`src/hw/pcc_pkg.sv`:
```
// Purpose: Shared constants and carriers for the print carrier control block
// Assumes: ref_clk at 40 MHz; processor port strobes synchronous to ref_clk
// Notes:   All offsets, counts and the carrier port reset value live here
// Overview of operation
// Fire enable low when slot, allowed, window true
// Odd slot is move_right xor counter lsb
// Fire only odd pulses, seven per cell
// Window from tachometer; allowed from flags write
// Controller engages retracted head before printing
// Head engaged sense readable on request mux
// Retract due low readable at port 12
// Two cascaded nibble counters count forms ticks
// Counters released only when idle or keyboard load
// Retract delay jumper selectable, default near 1.6s
// Motor stop timer shares counter, port 14
// Port 2 write loads eight data bits
// Bit 1 picks hold, low high current
// Bit 2 underline pin nine; bit 3 test point
// Bit 4 picks interposer solenoid
// Bit 5 requests standby
// Bits 6-8 right, fast, go
// Cell is 20 dot pulses, 14 print
// Normal print while carrier position readout low
// Controller times port loads against forms flag
// Two-phase clocks from toggling base clock
// Printer load presets scan counter 13 or 0
// Phase one period twice base period
// Phases alternate and never overlap
package pcc_pkg;

  // Port addresses on the processor port bus
  localparam logic [3:0] PORT_CARRIER     = 4'h2;
  localparam logic [3:0] PORT_FLAGS       = 4'h3;
  localparam logic [3:0] PORT_FORMS_TICK  = 4'h9;
  localparam logic [3:0] PORT_HEAD_ENG    = 4'hb;
  localparam logic [3:0] PORT_RETRACT_DUE = 4'hc;
  localparam logic [3:0] PORT_MOTOR_STOP  = 4'he;

  // Flags port bit that carries print_allowed
  localparam int FLAG_PRINT_ALLOWED = 0;

  // Carrier port field positions (bit 1 of the port is index 0)
  localparam int CP_HOLD      = 0;
  localparam int CP_UNDERLINE = 1;
  localparam int CP_TEST      = 2;
  localparam int CP_INTERPOSE = 3;
  localparam int CP_STANDBY   = 4;
  localparam int CP_RIGHT     = 5;
  localparam int CP_FAST      = 6;
  localparam int CP_GO        = 7;
  localparam logic [7:0] CARRIER_RESET = 8'h00;

  // Scan counter presets per direction
  localparam logic [3:0] SCAN_PRESET_RIGHT = 4'hd;
  localparam logic [3:0] SCAN_PRESET_LEFT  = 4'h0;
  localparam logic [3:0] SCAN_LAST         = 4'hd;

  // Readout wheel framing
  localparam logic [4:0] DOTS_PER_CELL  = 5'h14;
  localparam logic [4:0] DOTS_PRINTABLE = 5'h0e;

  // Forms tick period is 50 ms, so timer counts ticks; 32 ticks near 1.6 s
  localparam logic [7:0] RETRACT_TICKS_DEFAULT = 8'h20;
  localparam logic [7:0] RETRACT_TICKS_MIN     = 8'h0c;
  localparam logic [7:0] RETRACT_TICKS_MAX     = 8'h78;

  // Base clock 3 us at 25 ns per ref_clk period
  localparam int BASE_PERIOD_NS = 3000;
  localparam int REF_PERIOD_NS  = 25;
  localparam int BASE_HALF_CYC  = BASE_PERIOD_NS / REF_PERIOD_NS / 2;

  // Carrier port decoded drives
  typedef struct packed {
    logic hold_solenoid_drive;
    logic high_current_n;
    logic underline_pin;
    logic test_point_bit;
    logic interposer_drive;
    logic standby_request;
    logic move_right;
    logic fast_move;
    logic move_go;
  } pcc_carrier_s;

  typedef enum logic [1:0] {PCC_PH_IDLE, PCC_PH_ONE, PCC_PH_TWO} pcc_phase_e;

endpackage // pcc_pkg

```
`src/hw/pcc_sync.sv`:
```
// Purpose: Three-flop pin synchroniser with agreement filter
// Assumes: Input may change at any time relative to ref_clk
// Notes:   First flop feeds only the second flop
module pcc_sync (
  input  wire logic ref_clk,
  input  wire logic sys_rst,
  input  wire logic clk_en,
  input  wire logic pin_in,
  output logic      level_out
);

  logic s1;
  logic s2;
  logic s3;

  // Shift chain; output follows only when stages two and three agree
  always_ff @(posedge ref_clk)
  begin
    if (sys_rst)
    begin
      s1        <= 1'b0;
      s2        <= 1'b0;
      s3        <= 1'b0;
      level_out <= 1'b0;
    end
    else if (clk_en)
    begin
      s1 <= pin_in;
      s2 <= s1;
      s3 <= s2;
      if (s2 == s3)
      begin
        level_out <= s3;
      end
    end
  end

endmodule // pcc_sync

```
`src/hw/pcc_top.sv`:
```
// Purpose: Print carrier control glue: fire gating, carrier port, timers,
//          request mux and two-phase clock generation
// Assumes: Processor port strobes are synchronous to ref_clk
// Notes:   Pin and mechanical inputs pass three-flop synchronisers
module pcc_top (
  input  wire logic              ref_clk,
  input  wire logic              sys_rst,
  input  wire logic              clk_en,
  input  wire logic [3:0]        port_addr,
  input  wire logic [7:0]        proc_data_bits,
  input  wire logic              port_write,
  input  wire logic              printer_load,
  input  wire logic [1:0]        retract_jumper,
  input  wire logic              motor_timer_fitted,
  input  wire logic              dot_position_pulse,
  input  wire logic              carrier_position,
  input  wire logic              fire_window,
  input  wire logic              forms_tick,
  input  wire logic              head_engaged_sense,
  input  wire logic              unit_idle,
  input  wire logic              keyboard_load_init,
  input  wire logic              base_clk,
  output logic                   request_mux,
  output logic                   fire_enable_n,
  output logic                   odd_slot,
  output logic [3:0]             scan_count,
  output logic                   carrier_port_load_n,
  output pcc_pkg::pcc_carrier_s  carrier_out,
  output logic                   head_retract_due_n,
  output logic                   motor_stop_due,
  output logic                   phase_one_n,
  output logic                   phase_two_n
);

  logic       dot_s;
  logic       cpos_s;
  logic       window_s;
  logic       tick_s;
  logic       head_s;
  logic       base_s;
  logic       dot_d;
  logic       tick_d;
  logic       base_d;
  logic       cpos_d;
  logic [7:0] carrier_port;
  logic       print_allowed;
  logic       move_right;
  logic       counter_lsb;
  logic [4:0] cell_dot;
  logic       printing_cell;
  logic [3:0] timer_lo;
  logic [3:0] timer_hi;
  logic       counter_clear_n;
  logic [7:0] retract_limit;
  logic       toggle_ff;
  logic       port_wr_carrier;
  logic       port_wr_flags;
  logic       next_request;
  logic       next_fire_n;

  // Timer value as one byte
  function automatic logic [7:0] timer_value(input logic [3:0] hi, input logic [3:0] lo);
    timer_value = {hi, lo};
  endfunction

  // Synchronise every mechanical or foreign-clock input
  pcc_sync u_sync_dot (
    .ref_clk  (ref_clk),
    .sys_rst  (sys_rst),
    .clk_en   (clk_en),
    .pin_in   (dot_position_pulse),
    .level_out(dot_s)
  );
  pcc_sync u_sync_cpos (
    .ref_clk  (ref_clk),
    .sys_rst  (sys_rst),
    .clk_en   (clk_en),
    .pin_in   (carrier_position),
    .level_out(cpos_s)
  );
  pcc_sync u_sync_win (
    .ref_clk  (ref_clk),
    .sys_rst  (sys_rst),
    .clk_en   (clk_en),
    .pin_in   (fire_window),
    .level_out(window_s)
  );
  pcc_sync u_sync_tick (
    .ref_clk  (ref_clk),
    .sys_rst  (sys_rst),
    .clk_en   (clk_en),
    .pin_in   (forms_tick),
    .level_out(tick_s)
  );
  pcc_sync u_sync_head (
    .ref_clk  (ref_clk),
    .sys_rst  (sys_rst),
    .clk_en   (clk_en),
    .pin_in   (head_engaged_sense),
    .level_out(head_s)
  );
  pcc_sync u_sync_base (
    .ref_clk  (ref_clk),
    .sys_rst  (sys_rst),
    .clk_en   (clk_en),
    .pin_in   (base_clk),
    .level_out(base_s)
  );

  // Port write decode
  always_comb
  begin
    port_wr_carrier = 1'b0;
    port_wr_flags   = 1'b0;
    if (port_write && port_addr == pcc_pkg::PORT_CARRIER)
    begin
      port_wr_carrier = 1'b1;
    end
    else if (port_write && port_addr == pcc_pkg::PORT_FLAGS)
    begin
      port_wr_flags = 1'b1;
    end
  end

  // Edge history of synchronised levels
  always_ff @(posedge ref_clk)
  begin
    if (sys_rst)
    begin
      dot_d  <= 1'b0;
      tick_d <= 1'b0;
      base_d <= 1'b0;
      cpos_d <= 1'b0;
    end
    else if (clk_en)
    begin
      dot_d  <= dot_s;
      tick_d <= tick_s;
      base_d <= base_s;
      cpos_d <= cpos_s;
    end
  end

  // Carrier port: eight bits taken whole on a port 2 write
  always_ff @(posedge ref_clk)
  begin
    if (sys_rst)
    begin
      carrier_port        <= pcc_pkg::CARRIER_RESET;
      carrier_port_load_n <= 1'b1;
    end
    else if (clk_en)
    begin
      carrier_port_load_n <= ~port_wr_carrier;
      if (port_wr_carrier)
      begin
        carrier_port <= proc_data_bits;
      end
    end
  end

  // Carrier drives registered from the port bits
  always_ff @(posedge ref_clk)
  begin
    if (sys_rst)
    begin
      carrier_out <= '0;
      carrier_out.high_current_n <= 1'b1;
    end
    else if (clk_en)
    begin
      carrier_out.hold_solenoid_drive <= carrier_port[pcc_pkg::CP_HOLD];
      carrier_out.high_current_n      <= ~carrier_port[pcc_pkg::CP_HOLD];
      carrier_out.underline_pin       <= carrier_port[pcc_pkg::CP_UNDERLINE];
      carrier_out.test_point_bit      <= carrier_port[pcc_pkg::CP_TEST];
      carrier_out.interposer_drive    <= carrier_port[pcc_pkg::CP_INTERPOSE];
      carrier_out.standby_request     <= carrier_port[pcc_pkg::CP_STANDBY];
      carrier_out.move_right          <= carrier_port[pcc_pkg::CP_RIGHT];
      carrier_out.fast_move           <= carrier_port[pcc_pkg::CP_FAST];
      carrier_out.move_go             <= carrier_port[pcc_pkg::CP_GO];
    end
  end

  assign move_right = carrier_port[pcc_pkg::CP_RIGHT];

  // Flags port: print allowed
  always_ff @(posedge ref_clk)
  begin
    if (sys_rst)
    begin
      print_allowed <= 1'b0;
    end
    else if (clk_en && port_wr_flags)
    begin
      print_allowed <= proc_data_bits[pcc_pkg::FLAG_PRINT_ALLOWED];
    end
  end

  // Scan up/down counter: preset on printer load, steps on each dot pulse in the print area until it reaches 0 or 13
  always_ff @(posedge ref_clk)
  begin
    if (sys_rst)
    begin
      scan_count <= pcc_pkg::SCAN_PRESET_LEFT;
    end
    else if (clk_en)
    begin
      if (printer_load)
      begin
        // Direction picks the preset so pattern addresses run the right way
        scan_count <= move_right ? pcc_pkg::SCAN_PRESET_RIGHT
                                 : pcc_pkg::SCAN_PRESET_LEFT;
      end
      else if (dot_s && !dot_d && printing_cell)
      begin
        if (move_right)
        begin
          scan_count <= (scan_count == 4'h0) ? 4'h0 : scan_count - 4'h1;
        end
        else
        begin
          scan_count <= (scan_count == pcc_pkg::SCAN_LAST) ? scan_count
                                                           : scan_count + 4'h1;
        end
      end
    end
  end

  assign counter_lsb = scan_count[0];

  // Cell framing: carrier position high marks the gap; count dot pulses up to 20
  always_ff @(posedge ref_clk)
  begin
    if (sys_rst)
    begin
      cell_dot <= 5'h00;
    end
    else if (clk_en)
    begin
      if (cpos_s && !cpos_d)
      begin
        cell_dot <= 5'h00;
      end
      else if (dot_s && !dot_d && cell_dot != pcc_pkg::DOTS_PER_CELL)
      begin
        cell_dot <= cell_dot + 5'h01;
      end
    end
  end

  // Print area is the first 14 pulses while the readout is low
  assign printing_cell = !cpos_s && (cell_dot < pcc_pkg::DOTS_PRINTABLE);

  // Fire gating: odd slot, print allowed and fire window all true
  always_comb
  begin
    next_fire_n = 1'b1;
    if ((move_right ^ counter_lsb) && print_allowed && window_s)
    begin
      next_fire_n = 1'b0;
    end
  end

  always_ff @(posedge ref_clk)
  begin
    if (sys_rst)
    begin
      odd_slot      <= 1'b0;
      fire_enable_n <= 1'b1;
    end
    else if (clk_en)
    begin
      odd_slot      <= move_right ^ counter_lsb;
      fire_enable_n <= next_fire_n;
    end
  end

  // Retract timer clear: held until idle or keyboard load says no printing
  assign counter_clear_n = unit_idle | keyboard_load_init;

  // Jumper selection of the retract delay
  always_comb
  begin
    case (retract_jumper)
      2'h0:    retract_limit = pcc_pkg::RETRACT_TICKS_MIN;
      2'h2:    retract_limit = pcc_pkg::RETRACT_TICKS_MAX;
      default: retract_limit = pcc_pkg::RETRACT_TICKS_DEFAULT;
    endcase
  end

  // Two cascaded nibble counters stepping on each forms tick rise
  always_ff @(posedge ref_clk)
  begin
    if (sys_rst || (clk_en && !counter_clear_n))
    begin
      timer_lo <= 4'h0;
      timer_hi <= 4'h0;
    end
    else if (clk_en && tick_s && !tick_d)
    begin
      // Saturate so the due level stays until cleared
      if (timer_value(timer_hi, timer_lo) != retract_limit)
      begin
        timer_lo <= timer_lo + 4'h1;
        if (timer_lo == 4'hf)
        begin
          timer_hi <= timer_hi + 4'h1;
        end
      end
    end
  end

  // Timer outputs; motor stop shares the same counters
  always_ff @(posedge ref_clk)
  begin
    if (sys_rst)
    begin
      head_retract_due_n <= 1'b1;
      motor_stop_due     <= 1'b0;
    end
    else if (clk_en)
    begin
      head_retract_due_n <= ~(timer_value(timer_hi, timer_lo) == retract_limit);
      motor_stop_due     <= motor_timer_fitted &&
                            timer_value(timer_hi, timer_lo) == retract_limit;
    end
  end

  // Request mux selected by the addressed port on reads
  always_comb
  begin
    next_request = 1'b0;
    if (port_addr == pcc_pkg::PORT_HEAD_ENG)
    begin
      next_request = head_s;
    end
    else if (port_addr == pcc_pkg::PORT_RETRACT_DUE)
    begin
      next_request = head_retract_due_n;
    end
    else if (port_addr == pcc_pkg::PORT_MOTOR_STOP)
    begin
      next_request = motor_stop_due;
    end
    else if (port_addr == pcc_pkg::PORT_FORMS_TICK)
    begin
      next_request = tick_s;
    end
  end

  always_ff @(posedge ref_clk)
  begin
    if (sys_rst)
    begin
      request_mux <= 1'b0;
    end
    else if (clk_en)
    begin
      request_mux <= next_request;
    end
  end

  // Toggle flips as each base pulse ends, so it holds steady while base is high
  always_ff @(posedge ref_clk)
  begin
    if (sys_rst)
    begin
      toggle_ff <= 1'b0;
    end
    else if (clk_en && base_d && !base_s)
    begin
      toggle_ff <= ~toggle_ff;
    end
  end

  // Phases gated with base high; the toggle picks which, so never both
  always_ff @(posedge ref_clk)
  begin
    if (sys_rst)
    begin
      phase_one_n <= 1'b1;
      phase_two_n <= 1'b1;
    end
    else if (clk_en)
    begin
      phase_one_n <= ~(base_s && toggle_ff);
      phase_two_n <= ~(base_s && !toggle_ff);
    end
  end

endmodule // pcc_top

```
`config.mk`:
```
export PLATFORM = sky130hd
export DESIGN_NAME = pcc_top
export DESIGN_NICKNAME = d
export VERILOG_FILES = /design/src/hw/pcc_pkg.sv /design/src/hw/pcc_sync.sv /design/src/hw/pcc_top.sv
export SDC_FILE = /design/constraint.sdc
export NUM_CORES = 1
export LEC_CHECK = 0
export ABC_AREA = 1
export BUFFER_PORTS_ARGS = -buffer_cell sky130_fd_sc_hd__buf_2
export CAP_MARGIN = 15
export CELL_PAD_IN_SITES_DETAIL_PLACEMENT = 1
export CELL_PAD_IN_SITES_GLOBAL_PLACEMENT = 1
export CORE_ASPECT_RATIO = 0.6
export CORE_MARGIN = 4
export CORE_UTILIZATION = 35
export CTS_CLUSTER_DIAMETER = 120
export DETAILED_ROUTE_END_ITERATION = 8
export GPL_ROUTABILITY_DRIVEN = 0
export PLACE_DENSITY_LB_ADDON = 0.1
export SYNTH_ARGS = -nofsm -noshare
export SYNTH_HDL_FRONTEND = slang
export SYNTH_SLANG_ARGS = --single-unit
```
`constraint.sdc`:
```
create_clock -name ref_clk -period 1.5 [get_ports ref_clk]
set_clock_uncertainty 0.1 [all_clocks]
set_input_delay 0 -clock ref_clk [delete_from_list [all_inputs] [get_ports ref_clk]]
set_output_delay 0 -clock ref_clk [all_outputs]
set_load 0.01 [all_outputs]
```
==> results.json <==
{
  "outcome": "finished with violations",
  "violations": "setup timing",
  "cts_buffer_depth": 2,
  "finalCoreUtilization_pct": 50.43,
  "clock-sinks": 72,
  "vias": 3138,
  "pin_count": 49,
  "drv_slew": 0,
  "drt_first_pass_iters": 4,
  "comb_power_share_pct": 9.5,
  "rsz0062_at_grt": "yes",
  "arrival_ps": 1700,
  "period_needed_ps": 1539,
  "syn_inst": 423,
  "die_area_sq_mm": 0.01070,
  "min_path_type": "input port to flip-flop",
  "synthDistinctLibCells": 33,
  "ys_warn_count": 0,
  "tightest_slew_ps": 382.7,
  "synth.avg_cell_area_sq_um": 7.498,
  "finalCritPeriodShare_pct": 102.6,
  "setup_viol": 1,
  "core-area_sq_mm": 0.008653,
  "fp.dieW_microns": 130.9,
  "routed_wirelength_microns": 9390,
  "dp_cells": 593,
  "ys_seq_area_share_pct": 45.44,
  "peakVddDrop_v": 0.0005394,
  "cts_tree": "done",
  "port_buffers": 48,
  "yosys_register_bits": 72,
  "grt_max_degree": 29,
  "internal_power_uw": 3556,
  "num_rows": 26,
  "crit_required_ps": 1660,
  "clk_pin_slew_ps": 60,
  "drc": 0,
  "wire_per_inst_microns": 14.79,
  "p_total_uw": 4684,
  "final_area_sq_mm": 0.004364,
  "synthesis.area_sq_mm": 0.003172,
  "synth_ff_type": "dfxtp_1",
  "nFillCells": 1081,
  "fin_nets": 555,
  "placed_cell_area_sq_mm": 0.003677,
  "ant_nets": 0,
  "htree_levels": 3,
  "die_h_microns": 81.74,
  "dp_hpwl_microns": 6197,
  "cap_violations": 0,
  "maxClockFrequency_ghz": 0.6500,
  "cp-end-kind": "flip-flop",
  "startpoint_type": "flip-flop",
  "initial_utilization_pct": 36.65,
  "path_class": "flip-flop to flip-flop",
  "grt_usage_pct": 18.15,
  "grt_pass1_wl_microns": 15070,
  "antenna_cells": 0,
  "slew_headroom_pct": 74.49,
  "root_buffer": "clkbuf_16",
  "drive_above_1_share_pct": 27.15,
  "cts_buffers": 9,
  "power_frac_clock_pct": 47.7,
  "vias_per_cell": 4.942,
  "syn_nets": 460,
  "switching_share_pct": 24.08,
  "cp_max_fo": 6,
  "p_per_area_mw_per_mm2": 1073,
  "fin_ws_ps": -38.53,
  "hold_viol": 0,
  "grt_pass1_vias": 3104,
  "overflow": 0,
  "async_flop_share_pct": 0,
  "syn_to_final_growth_pct": 37.59,
  "instances_no_fill": 635,
  "switching_power_uw": 1128,
  "total_leakage_power_uw": 0.001879,
  "antenna_found_initial": 0,
  "power_frac_seq_pct": 42.9,
  "insertion_delay_ps": 330,
  "drtIter0Drc": 167,
  "synth_edf_count": 0
}
[cell families after synthesis]
family	after synthesis	synth area share [%]
buf+inv	50	6.627
simple gates	184	25.48
xor+xnor	8	2.209
fa+ha+maj	9	3.550
compound gates	100	16.69
flops	72	45.44
[cell usage after synthesis, types with 2 or more instances]
| master | count | share of area [%] |
|---|---|---|
| dfxtp_1 | 72 | 45 |
| nor2_1 | 72 | 8.5 |
| nand2_1 | 71 | 8.4 |
| o21ai_0 | 50 | 7.9 |
| a21oi_1 | 40 | 6.3 |
| inv_1 | 30 | 3.6 |
| nand3_1 | 15 | 2.4 |
| nand4_1 | 10 | 2.0 |
| buf_2 | 9 | 1.4 |
| ha_1 | 9 | 3.6 |
| xor2_1 | 6 | 1.7 |
| nor3_1 | 5 | 0.79 |
| clkbuf_1 | 4 | 0.47 |
| inv_2 | 4 | 0.47 |
| nand2_2 | 4 | 0.79 |
| nand3_2 | 3 | 0.95 |
| o211ai_1 | 2 | 0.47 |
| xnor2_1 | 2 | 0.55 |
[layout make-up]
class	count	area [sq um]	share of cell area, %
Inverter	34	127.6	2.924
Multi-Input combinational cell	302	1638	37.53
Sequential cell	72	1449	33.20
Timing Repair Buffer	99	693.2	15.88
Tap cell	112	140.1	3.211
Clock buffer	11	252.7	5.791
Clock inverter	5	63.81	1.462
[per-layer routing]
metal / up-vias / global-route usage, % / routed length (microns)
li1: 1587 / - / -
met1: 1476 / 24.67 / 4645
met2: 57 / 27.72 / 4195
met3: 18 / 5.068 / 346
met4: 0 / 6.366 / 202
met5: - / 0 / 0
[through the flow]
step | TNS, ps | setup WS [ps] | hold slack, ps
floorplan | 0 | 54.85 | -30.93
global placement | 0 | 12.75 | 124.4
detailed placement | -381.8 | -98.33 | 131.3
CTS | 0 | 2.445 | 10.22
global route | -730.2 | -112.9 | 33.24
finish | -38.53 | -38.53 | 23.32
[state kept, by name (all words and copies together), names as in the netlist, 4 cells and up]
register / flops
timer_lo: 4
scan_count: 4
cell_dot: 5
carrier_port: 8
carrier_out: 9
timer_hi: 4
[worst paths after layout]
path	from	cells after the start	endpoint	slack [ps]
worst min-delay path	clk_en	2	request_mux	20
worst max-delay path	timer_lo[0]	10	timer_hi[1]	-40
worst min register to register	carrier_out[8]	1	carrier_out[8]	360
worst max register to register	timer_lo[0]	10	timer_hi[1]	-40
[repair_timing]
| item | CTS | global route |
|---|---|---|
| gates cloned | 1 | 0 |
| setup endpoints to repair | 11 | 18 |
| pin swaps | 3 | 16 |
| endpoints found under the hold margin | 33 | 0 |
| hold buffers | 20 | 0 |
| buffers inserted | 2 | 3 |
| gates resized for setup | 5 | 37 |
[cell usage in the layout, fill, tap and decap left out, types with 9 or more instances in the layout]
cell | netlist | layout
o21ai_0 | 50 | 48
a21oi_1 | 40 | 35
dfxtp_1 | 72 | 66
nand4_1 | 10 | 10
dlygate4sd3_1 | 0 | 20
nand2_1 | 71 | 65
buf_4 | 1 | 28
clkbuf_16 | 0 | 9
buf_2 | 9 | 48
inv_1 | 30 | 26
nand3_1 | 15 | 14
nor2_1 | 72 | 69
[critical path, cell delays in order, from the launching register on]
cell	delay, ps
dfxtp_2	330
inv_2	70
ha_4	120
inv_2	30
nor2_2	100
nand3_2	80
nor2_4	170
nand2_4	120
nand3_4	140
nand2_4	70
a21oi_2	160
[power by group through the flow]
stage / logic, uW / registers (uW) / clock network, uW
after CTS: 426 / 2010 / 2290
after detailed placement: 376 / 2050 / 0
after floorplan: 200 / 2060 / 0
after global placement: 372 / 2050 / 0
after global routing: 496 / 2020 / 2390
final: 444 / 2010 / 2230
No activity file was read; power rests on OpenSTA's default activity.
